[config.mk]
export PLATFORM = sky130hd
export DESIGN_NAME = itl_link
export DESIGN_NICKNAME = d
export VERILOG_FILES = /design/src/pkg/itl_pkg.sv /design/src/hdl/itl_link.sv
export SDC_FILE = /design/constraint.sdc
export NUM_CORES = 1
export LEC_CHECK = 0
export BUFFER_PORTS_ARGS = -buffer_cell sky130_fd_sc_hd__buf_4
export CORE_MARGIN = 4
export CORE_UTILIZATION = 40
export CTS_BUF_LIST = sky130_fd_sc_hd__clkbuf_8
export DETAILED_ROUTE_END_ITERATION = 12
export PLACE_DENSITY = 0.62
export REMOVE_ABC_BUFFERS = 1
export SYNTH_ARGS = -nofsm -noshare
export SYNTH_HDL_FRONTEND = slang
export SYNTH_SLANG_ARGS = --single-unit
[constraint.sdc]
create_clock -name clk_in -period 2.2 [get_ports clk_in]
set_input_delay 0.11 -clock clk_in [delete_from_list [all_inputs] [get_ports clk_in]]
set_output_delay 0.11 -clock clk_in [all_outputs]
set_load 0.005 [all_outputs]
[src/pkg/itl_pkg.sv]
// Constants and carrier types for the ITA2 terminal link error logic
// Function
// RQ1 - Received character with bad parity is dropped; an at-sign prints instead.
// RQ2 - Printer not accepting beyond timeout raises the fault lamp.
// RQ3 - Fault lamp stays lit while receive buffer overflow persists; data may drop.
// RQ4 - Line transmit blocked past timeout prints LINE TX FAIL, goes off line.
// RQ5 - Punch blocked past timeout prints PUNCH FAIL, halts punch output.
// RQ6 - Punch output restarts by itself once the punch fault clears.
// RQ7 - Punch attached but unpowered also reports PUNCH FAIL.
// RQ8 - Control-E sends code 09; remote answers with its answer-back.
// RQ9 - Off line, form set marks top of form; form feed advances to it.
// RQ10 - Figure or letter shift inserted automatically when case must change.
// RQ11 - Every transmission to line or punch starts with a shift character; code forces one only before the first non-control key after reset.
// RQ12 - Printed line limited to 69 characters; excess forces a new line.
// RQ13 - Control-N sends 1b, control-O sends 1f, control-@ sends 00.
// RQ14 - Line feed is 02, return is 08 in both cases; control-G sounds buzzer.
package itl_pkg;
    localparam int unsigned CLK_HZ        = 40_000_000;
    // Short stall timeout; raise it for a slow mechanism
    localparam int unsigned STALL_TIME_US = 100;
    localparam int unsigned STALL_CYCLES  = CLK_HZ / 1_000_000 * STALL_TIME_US;
    localparam logic [4:0] C_NULL   = 5'h00;
    localparam logic [4:0] C_ENQ    = 5'h09;
    localparam logic [4:0] C_LF     = 5'h02;
    localparam logic [4:0] C_CR     = 5'h08;
    localparam logic [4:0] C_FIGS   = 5'h1b;
    localparam logic [4:0] C_LTRS   = 5'h1f;
    localparam logic [7:0] A_AT     = 8'h40;
    localparam logic [7:0] A_LF     = 8'h0a;
    localparam logic [7:0] A_CR     = 8'h0d;
    localparam logic [7:0] A_FF     = 8'h0c;
    localparam logic [7:0] K_ENQ    = 8'h05;
    localparam logic [7:0] K_BEL    = 8'h07;
    localparam logic [7:0] K_SO     = 8'h0e;
    localparam logic [7:0] K_SI     = 8'h0f;
    localparam logic [6:0] LINE_MAX = 7'd69;
    localparam int unsigned FORM_LINES = 66;
    // Key code carried with the case it needs
    typedef struct packed {
        logic       figs;   // needs figure case
        logic       any;    // valid in either case
        logic [4:0] code;
    } itl_sym_t;
    // Printer message selector
    typedef enum logic [1:0] {ITL_MSG_NONE, ITL_MSG_LINE, ITL_MSG_PUNCH} itl_msg_t;
endpackage

[src/hdl/itl_link.sv]
// ITA2 terminal: key encoding, shift insertion, error handling, print path
`timescale 1ns/10ps
module itl_link
(
    input  wire logic               clk_in,
    input  wire logic               rst_n_in,
    input  wire logic               key_valid_in,
    input  wire itl_pkg::itl_sym_t  key_sym_in,
    input  wire logic [7:0]         key_ctrl_in,
    input  wire logic               key_is_ctrl_in,
    output logic                    key_ready_out,
    output logic                    line_valid_out,
    output logic [4:0]              line_code_out,
    input  wire logic               line_ready_in,
    output logic                    punch_valid_out,
    output logic [4:0]              punch_code_out,
    input  wire logic               punch_ready_in,
    input  wire logic               punch_attached_in,
    input  wire logic               punch_power_in,
    input  wire logic               rx_valid_in,
    input  wire logic [7:0]         rx_char_in,
    input  wire logic               rx_parity_err_in,
    input  wire logic               rx_overflow_in,
    input  wire logic               form_set_in,
    input  wire logic               form_feed_in,
    output logic                    prn_valid_out,
    output logic [7:0]              prn_char_out,
    input  wire logic               prn_ready_in,
    output logic                    online_out,
    input  wire logic               go_online_in,
    output logic                    fault_lamp_out,
    output logic                    buzzer_out,
    output logic                    punch_halted_out
);
    import itl_pkg::*;

    // Pin inputs pass three flops; change accepted when stages 2 and 3 agree
    logic [2:0] att_s;
    logic [2:0] pwr_s;
    logic       att_ok;
    logic       pwr_ok;
    always_ff @(posedge clk_in)
    begin
        if (!rst_n_in)
        begin
            att_s  <= 3'h0;
            pwr_s  <= 3'h0;
            att_ok <= 1'b0;
            pwr_ok <= 1'b0;
        end
        else
        begin
            att_s <= {att_s[1:0], punch_attached_in};
            pwr_s <= {pwr_s[1:0], punch_power_in};
            if (att_s[1] == att_s[2])
                att_ok <= att_s[2];
            if (pwr_s[1] == pwr_s[2])
                pwr_ok <= pwr_s[2];
        end
    end

    // Encoder: shift character first, then the code
    logic       figs_case;
    logic       synced;
    logic       pend_valid;
    logic [4:0] pend_code;
    logic       tx_valid;
    logic [4:0] tx_code;
    logic       tx_take;
    logic       need_shift;
    logic [4:0] ctl_code;
    logic       ctl_ok;
    always_comb
    begin
        ctl_ok   = 1'b1;
        ctl_code = C_NULL;                               // see RQ13
        case (key_ctrl_in)
            K_ENQ: ctl_code = C_ENQ;                     // see RQ8
            K_SO:  ctl_code = C_FIGS;                    // see RQ13
            K_SI:  ctl_code = C_LTRS;                    // see RQ13
            A_LF:  ctl_code = C_LF;                      // see RQ14
            A_CR:  ctl_code = C_CR;                      // see RQ14
            8'h00: ctl_code = C_NULL;
            K_BEL: ctl_ok = 1'b0;
            default: ctl_ok = 1'b0;
        endcase
    end
    assign need_shift = !key_is_ctrl_in &&
        (!synced || (!key_sym_in.any && key_sym_in.figs != figs_case)); // see RQ10 RQ11

    // Two-entry buffer between encoder and line/punch fan-out
    logic [4:0] fifo_mem [2];
    logic       wr_ptr;
    logic       rd_ptr;
    logic [1:0] fifo_cnt;
    logic       fifo_ready;
    logic       drain;
    assign fifo_ready = (fifo_cnt != 2'd2);
    assign tx_take    = tx_valid && fifo_ready;

    always_ff @(posedge clk_in)
    begin
        if (!rst_n_in)
        begin
            figs_case  <= 1'b0;
            synced     <= 1'b0;
            pend_valid <= 1'b0;
            pend_code  <= C_NULL;
            tx_valid   <= 1'b0;
            tx_code    <= C_NULL;
            key_ready_out <= 1'b1;
        end
        else if (tx_valid && !tx_take)
            key_ready_out <= 1'b0;
        else if (tx_valid && tx_take && pend_valid)
        begin
            tx_code    <= pend_code;
            pend_valid <= 1'b0;
        end
        else
        begin
            tx_valid      <= 1'b0;
            key_ready_out <= 1'b1;
            if (key_valid_in && key_ready_out && (!key_is_ctrl_in || ctl_ok))
            begin
                tx_valid      <= 1'b1;
                key_ready_out <= 1'b0;
                if (need_shift)
                begin
                    tx_code    <= key_sym_in.figs ? C_FIGS : C_LTRS;  // see RQ10 RQ11
                    figs_case  <= key_sym_in.figs;
                    synced     <= 1'b1;
                    pend_valid <= 1'b1;
                    pend_code  <= key_sym_in.code;
                end
                else
                    tx_code <= key_is_ctrl_in ? ctl_code : key_sym_in.code;
                if (key_is_ctrl_in && ctl_code == C_FIGS)
                    figs_case <= 1'b1;
                if (key_is_ctrl_in && ctl_code == C_LTRS)
                    figs_case <= 1'b0;
            end
        end
    end

    // Fan-out: a word leaves when every live sink took it
    logic line_done;
    logic punch_done;
    logic punch_live;
    logic punch_halt;
    assign punch_live = att_ok && !punch_halt;
    assign drain = (fifo_cnt != 2'd0) && (line_done || !online_out)
                   && (punch_done || !punch_live);
    always_ff @(posedge clk_in)
    begin
        if (!rst_n_in)
        begin
            wr_ptr   <= 1'b0;
            rd_ptr   <= 1'b0;
            fifo_cnt <= 2'd0;
            fifo_mem[0] <= C_NULL;
            fifo_mem[1] <= C_NULL;
        end
        else
        begin
            if (tx_take)
            begin
                fifo_mem[wr_ptr] <= tx_code;
                wr_ptr           <= !wr_ptr;
            end
            if (drain)
                rd_ptr <= !rd_ptr;
            fifo_cnt <= fifo_cnt + {1'b0, tx_take} - {1'b0, drain};
        end
    end

    // Line and punch handshakes, each with its stall timer
    logic [31:0] line_wait;
    logic [31:0] punch_wait;
    logic        line_fail;
    logic        punch_fail;
    always_ff @(posedge clk_in)
    begin
        if (!rst_n_in)
        begin
            line_valid_out  <= 1'b0;
            line_code_out   <= C_NULL;
            punch_valid_out <= 1'b0;
            punch_code_out  <= C_NULL;
            line_done  <= 1'b0;
            punch_done <= 1'b0;
            line_wait  <= 32'h0;
            punch_wait <= 32'h0;
            online_out <= 1'b1;
            punch_halt <= 1'b0;
            line_fail  <= 1'b0;
            punch_fail <= 1'b0;
        end
        else
        begin
            line_fail  <= 1'b0;
            punch_fail <= 1'b0;
            if (drain)
            begin
                line_done  <= 1'b0;
                punch_done <= 1'b0;
            end
            if (go_online_in)
                online_out <= 1'b1;
            line_valid_out <= online_out && fifo_cnt != 2'd0 && !line_done && !drain;
            line_code_out  <= fifo_mem[rd_ptr];
            if (line_valid_out && line_ready_in)
            begin
                line_done      <= 1'b1;
                line_valid_out <= 1'b0;
                line_wait      <= 32'h0;
            end
            else if (line_valid_out)
            begin
                line_wait <= line_wait + 32'h1;
                if (line_wait == STALL_CYCLES - 1)                 // see RQ4
                begin
                    online_out     <= 1'b0;
                    line_valid_out <= 1'b0;
                    line_wait      <= 32'h0;
                    line_fail      <= 1'b1;
                end
            end
            punch_valid_out <= punch_live && pwr_ok && fifo_cnt != 2'd0
                               && !punch_done && !drain;
            punch_code_out  <= fifo_mem[rd_ptr];
            if (punch_halt && pwr_ok && punch_ready_in)
                punch_halt <= 1'b0;                                // see RQ6
            if (punch_valid_out && punch_ready_in)
            begin
                punch_done      <= 1'b1;
                punch_valid_out <= 1'b0;
                punch_wait      <= 32'h0;
            end
            else if (punch_live && fifo_cnt != 2'd0 && !punch_done)
            begin
                punch_wait <= punch_wait + 32'h1;                  // see RQ7
                if (punch_wait == STALL_CYCLES - 1)                // see RQ5
                begin
                    punch_halt      <= 1'b1;
                    punch_valid_out <= 1'b0;
                    punch_wait      <= 32'h0;
                    punch_fail      <= 1'b1;
                end
            end
        end
    end
    assign punch_halted_out = punch_halt;

    // Print path: received chars, failure messages, form feed, line limit
    localparam logic [7:0] MSG_L [12] = '{8'h4c,8'h49,8'h4e,8'h45,8'h20,8'h54,
                                          8'h58,8'h20,8'h46,8'h41,8'h49,8'h4c};
    localparam logic [7:0] MSG_P [10] = '{8'h50,8'h55,8'h4e,8'h43,8'h48,8'h20,
                                          8'h46,8'h41,8'h49,8'h4c};
    itl_msg_t   msg;
    logic [3:0] msg_idx;
    logic       msg_p_req;
    logic       msg_l_req;
    logic [6:0] col;
    logic [6:0] form_line;
    logic [6:0] lines_left;
    logic [31:0] prn_wait;
    logic       ff_busy;
    always_ff @(posedge clk_in)
    begin
        if (!rst_n_in)
        begin
            prn_valid_out <= 1'b0;
            prn_char_out  <= A_AT;
            msg        <= ITL_MSG_NONE;
            msg_idx    <= 4'h0;
            msg_l_req  <= 1'b0;
            msg_p_req  <= 1'b0;
            col        <= 7'd0;
            form_line  <= 7'd0;
            lines_left <= 7'd0;
            ff_busy    <= 1'b0;
            prn_wait   <= 32'h0;
            fault_lamp_out <= 1'b0;
            buzzer_out <= 1'b0;
        end
        else
        begin
            // Requests latch so a failure during another message is not lost
            if (line_fail)
                msg_l_req <= 1'b1;
            if (punch_fail)
                msg_p_req <= 1'b1;
            buzzer_out <= key_valid_in && key_ready_out && key_is_ctrl_in
                          && key_ctrl_in == K_BEL;                 // see RQ14
            if (form_set_in && !online_out)
                form_line <= 7'd0;                                 // see RQ9
            if (prn_valid_out && !prn_ready_in)
                prn_wait <= prn_wait + 32'h1;
            else
                prn_wait <= 32'h0;
            fault_lamp_out <= rx_overflow_in                       // see RQ3
                || (prn_wait >= STALL_CYCLES - 1)                  // see RQ2
                || (fault_lamp_out && prn_valid_out && !prn_ready_in);
            if (prn_valid_out && prn_ready_in)
                prn_valid_out <= 1'b0;
            else if (!prn_valid_out)
            begin
                case (msg)
                    ITL_MSG_LINE, ITL_MSG_PUNCH:
                    begin
                        prn_valid_out <= 1'b1;
                        prn_char_out  <= (msg == ITL_MSG_LINE) ? MSG_L[msg_idx]
                                                              : MSG_P[msg_idx];
                        msg_idx <= msg_idx + 4'h1;
                        if ((msg == ITL_MSG_LINE && msg_idx == 4'd11) ||
                            (msg == ITL_MSG_PUNCH && msg_idx == 4'd9))
                        begin
                            msg     <= ITL_MSG_NONE;
                            msg_idx <= 4'h0;
                        end
                    end
                    default:
                    begin
                        if (msg_l_req || line_fail)
                        begin
                            msg       <= ITL_MSG_LINE;             // see RQ4
                            msg_l_req <= 1'b0;
                        end
                        else if (msg_p_req || punch_fail)
                        begin
                            msg       <= ITL_MSG_PUNCH;            // see RQ5 RQ7
                            msg_p_req <= 1'b0;
                        end
                        else if (ff_busy)
                        begin
                            prn_valid_out <= 1'b1;
                            prn_char_out  <= A_LF;                 // see RQ9
                            lines_left    <= lines_left - 7'd1;
                            ff_busy       <= (lines_left != 7'd1);
                            form_line     <= 7'd0;
                        end
                        else if (form_feed_in && !online_out)
                        begin
                            ff_busy    <= 1'b1;
                            lines_left <= 7'(FORM_LINES) - form_line;
                            col        <= 7'd0;
                        end
                        else if (col == LINE_MAX)
                        begin
                            prn_valid_out <= 1'b1;
                            prn_char_out  <= A_LF;                 // see RQ12
                            col           <= 7'd0;
                        end
                        else if (rx_valid_in && !rx_overflow_in)
                        begin
                            prn_valid_out <= 1'b1;
                            prn_char_out  <= rx_parity_err_in ? A_AT : rx_char_in; // see RQ1
                            if (rx_char_in == A_CR || rx_char_in == A_LF)
                                col <= 7'd0;
                            else
                                col <= col + 7'd1;
                            if (rx_char_in == A_LF)
                                form_line <= (form_line == 7'(FORM_LINES - 1)) ? 7'd0
                                             : form_line + 7'd1;
                        end
                    end
                endcase
            end
        end
    end

    // Assertions
    a_parity_at_print: assert property (@(posedge clk_in) disable iff (!rst_n_in)
        (!prn_valid_out && msg == ITL_MSG_NONE && !msg_l_req && !line_fail && !msg_p_req
         && !punch_fail && !ff_busy && col != LINE_MAX && !(form_feed_in && !online_out)
         && rx_valid_in && !rx_overflow_in && rx_parity_err_in)
        |=> prn_valid_out && prn_char_out == A_AT)                 // see RQ1
        else $error("parity error not printed as at-sign");
    a_overflow_lamp_on: assert property (@(posedge clk_in) disable iff (!rst_n_in)
        rx_overflow_in |=> fault_lamp_out)                         // see RQ3
        else $error("fault lamp dark during overflow");
    a_line_fail_off: assert property (@(posedge clk_in) disable iff (!rst_n_in)
        line_fail |-> !online_out && !line_valid_out)              // see RQ4
        else $error("line failure did not go off line");
    a_punch_fail_halt: assert property (@(posedge clk_in) disable iff (!rst_n_in)
        punch_fail |-> punch_halt && !punch_valid_out)             // see RQ5
        else $error("punch failure did not halt punch");
    a_punch_resume: assert property (@(posedge clk_in) disable iff (!rst_n_in)
        punch_halt && pwr_ok && punch_ready_in |=> !punch_halt)    // see RQ6
        else $error("punch did not resume");
    a_unpowered_no_punch: assert property (@(posedge clk_in) disable iff (!rst_n_in)
        !pwr_ok |=> !punch_valid_out)                              // see RQ7
        else $error("punch offered while unpowered");
    a_line_limit: assert property (@(posedge clk_in) disable iff (!rst_n_in)
        col <= LINE_MAX)                                           // see RQ12
        else $error("printed column beyond limit");
    a_first_is_shift: assert property (@(posedge clk_in) disable iff (!rst_n_in)
        tx_valid && !$past(tx_valid) && !$past(synced) && !$past(key_is_ctrl_in)
        |-> tx_code == C_FIGS || tx_code == C_LTRS)                // see RQ11
        else $error("first transmission not a shift");
    a_enq_code: assert property (@(posedge clk_in) disable iff (!rst_n_in)
        key_valid_in && key_ready_out && key_is_ctrl_in && key_ctrl_in == K_ENQ
        |=> tx_valid && tx_code == C_ENQ)                          // see RQ8
        else $error("control-E not sent as 09");
    c_line_fail: cover property (@(posedge clk_in) line_fail);
    c_punch_resume: cover property (@(posedge clk_in) punch_halt ##1 !punch_halt);
    c_parity_print: cover property (@(posedge clk_in) rx_valid_in && rx_parity_err_in);
    c_form_feed: cover property (@(posedge clk_in) ff_busy ##1 !ff_busy);
endmodule

==> flow_metrics.tcl <==
set metrics [dict create \
    n_fill_cell 2232 \
    drv_cap 0 \
    grt_overflow 0 \
    power_mw 6.38 \
    pre_cts_slack_ns 0.164 \
    r2r_start "col[0]" \
    root_buffer "clkbuf_8" \
    drt-initial-drc-count 395 \
    antenna_found_initial 0 \
    grt_start_max_net_pins 39 \
    synthCells 1097 \
    power_density_nw_per_um2 586 \
    fmax_mhz 477 \
    rsz0062_at_grt "false" \
    port_buffers 63 \
    via_per_inst 5.38 \
    regToRegSetupSlack_ns 0.10 \
    run_status "finished clean" \
    period_minus_slack_ns 2.10 \
    clk_pin_slew_worst_paths_ns 0.10 \
    finalSetupViolCount 0 \
    wl_mm 21.1 \
    worst-path-max-fanout 8 \
    end_kind "flip-flop" \
    cts_sinks 187 \
    synth.distinct_cells 70 \
    finalClockSkew_ns 0.0201 \
    gp_congestion 0.851 \
    synth_top_area_cell "dfxtp_1" \
    dp_hpwl_mm 15.0 \
    async_flop_share_pct 0 \
    dieArea_um2 25700 \
    final_common_cell "dfxtp_1" \
    htreeDepth 4 \
    syn-mean-instance-area_um2 8.46 \
    cts_resized 0 \
    crit_required_ns 2.58 \
    power.leakage_nw 4.03 \
    core_um2 22700 \
    drv_slew 0 \
    cts_tree "done" \
    drive_above_1_share_pct 13.2 \
    worstHoldPathCells 5 \
    die_w_um 160 \
    synth_area_leaders "dfxtp_1, nor2_1, xnor2_1, xor2_1, nand3_1" \
    synth_ff_type "dfxtp_1" \
    yosysWarnings 0 \
    fin_ws_ns 0.102 \
    tightest_slew_ns 0.896 \
    cp-startpoint "col[0]" \
    syn_to_final_growth_pct 17.3 \
    period_share_pct 95.4 \
    fin_cells 1491 \
    diodes 0 \
    dieHeight_um 160 \
    holdCritStartpoint "prn_ready_in" \
    dp.cells 1436 \
    synth_edf_count 10 \
    wl_per_cell_um 14.1 \
    setup.worst_path.class "reg -> reg" \
    ios 64 \
    ys_seq_area_share_pct 41.4 \
    rr_worst_depth 5 \
    cp_data_arrival_time_ns 2.48 \
    layout_common_cells "dfxtp_1, nor2_1, buf_4, nand2_1, nand3_1" \
    layout.nets 1250 \
    drc_errors 0 \
    drtAntennaViolNets 0 \
    min_path_type "in -> reg" \
    grt_pass1_wl_mm 36.5 \
    start_util_pct 40.9 \
    ys_seq_elements 187 \
    first_pass_iters 5 \
    netlist_area_um2 9280 \
    setup.worst_path.start_class "flip-flop" \
    vias 8029 \
    slew_headroom_pct 39.7 \
    hold_violations 0 \
    clock_path_buffers 2 \
    cts_buffers 17 \
    clk_latency_ns 0.45 \
    gr-usage-all-layers_pct 16.5 \
    peakVddDrop_mv 0.379 \
    grt_pass1_vias 7618 \
    synthDominantCellAreaShare_pct 38.2 \
    rows 55 \
]
[layer usage]
layer	wire [um]	vias up	track usage [%]
li1	-	4106	-
met1	10100	3781	22.3
met2	10100	134	27.6
met3	747	8	3.28
met4	132	0	3.32
met5	0	-	0
[power breakdown]
group | switching, mW | internal [mW] | total, mW
logic | 0.223 | 0.203 | 0.425
registers | 0.0396 | 3.47 | 3.51
clock network | 1.25 | 1.20 | 2.44
total | 1.51 | 4.87 | 6.38
[cells in the mapped netlist (all sizes together) (4+ instances only)]
library cell	instances
a2111oi	4
a211oi	6
a21o	5
a21oi	45
a22oi	4
a2bb2oi	4
and2	25
and3	22
and4	17
buf	15
clkbuf	37
dfxtp	177
edfxtp	10
ha	18
inv	40
mux2i	15
nand2	63
nand2b	12
nand3	61
nand4	46
nor2	154
nor2b	16
nor3	30
nor4	35
o211ai	4
o21ai	50
o22ai	4
o31ai	8
or2	5
or3	13
or4	8
xnor2	52
xor2	47
[state kept, by name, summed over array words and instances, names as in the netlist, 2 cells and up]
| register | count |
|---|---|
| att_s | 3 |
| col | 7 |
| fifo_cnt | 2 |
| fifo_mem | 10 |
| form_line | 7 |
| line_wait | 32 |
| lines_left | 7 |
| msg | 2 |
| msg_idx | 4 |
| pend_code | 5 |
| prn_char_out | 8 |
| prn_wait | 32 |
| punch_code_out | 5 |
| punch_wait | 32 |
| pwr_s | 3 |
| tx_code | 5 |
[final cells by class]
cell class,count,area (um2),share of cell area (%)
Clock inverter,12,161,1.48
Timing Repair Buffer,130,1040,9.58
Clock buffer,19,262,2.40
Multi-Input combinational cell,818,5070,46.6
Inverter,40,150,1.38
Sequential cell,187,3840,35.3
Tap cell,285,357,3.28
[cell families after synthesis]
kind of cell / count (synthesis) / synth area share (%)
XOR/XNOR: 99 / 9.34
flip-flops: 187 / 41.4
AO/OA/AOI/OAI: 166 / 11.7
adder cells (fa/ha/maj): 18 / 2.43
multiplexers: 18 / 2.10
AND/OR/NAND/NOR: 517 / 29.0
buffers and inverters: 92 / 4.03
[worst paths after layout]
check	endpoint
max	form_line[6]
min reg2reg	pwr_s[1]
min	prn_valid_out
max reg2reg	form_line[6]
[timing repair]
action,in CTS,in global routing
endpoints found under the setup margin,0,1
hold endpoints to repair,23,0
buffers inserted,0,2
hold buffers,22,0
[through the flow]
stage / setup TNS (ns) / hold slack (ns) / util (%) / cell area (um2)
3_3_place_gp: 0 / 0.341 / 45.0 / 10200
6_report: 0 / 0.0674 / 47.9 / 10900
5_1_grt: 0 / 0.0497 / 47.9 / 10900
4_1_cts: 0 / 0.0339 / 47.9 / 10900
2_1_floorplan: -13.59 / 0.186 / - / 9060
3_5_place_dp: 0 / 0.344 / 45.0 / 10200
[worst max-delay path, stage by stage, from the launching register on]
cell and delay [ns]:
dfxtp_1 0.37, ha_1 0.25, a31o_1 0.24, or4_1 0.67, or3_1 0.36, a21oi_1 0.13
(Power assumes the default switching activity.)
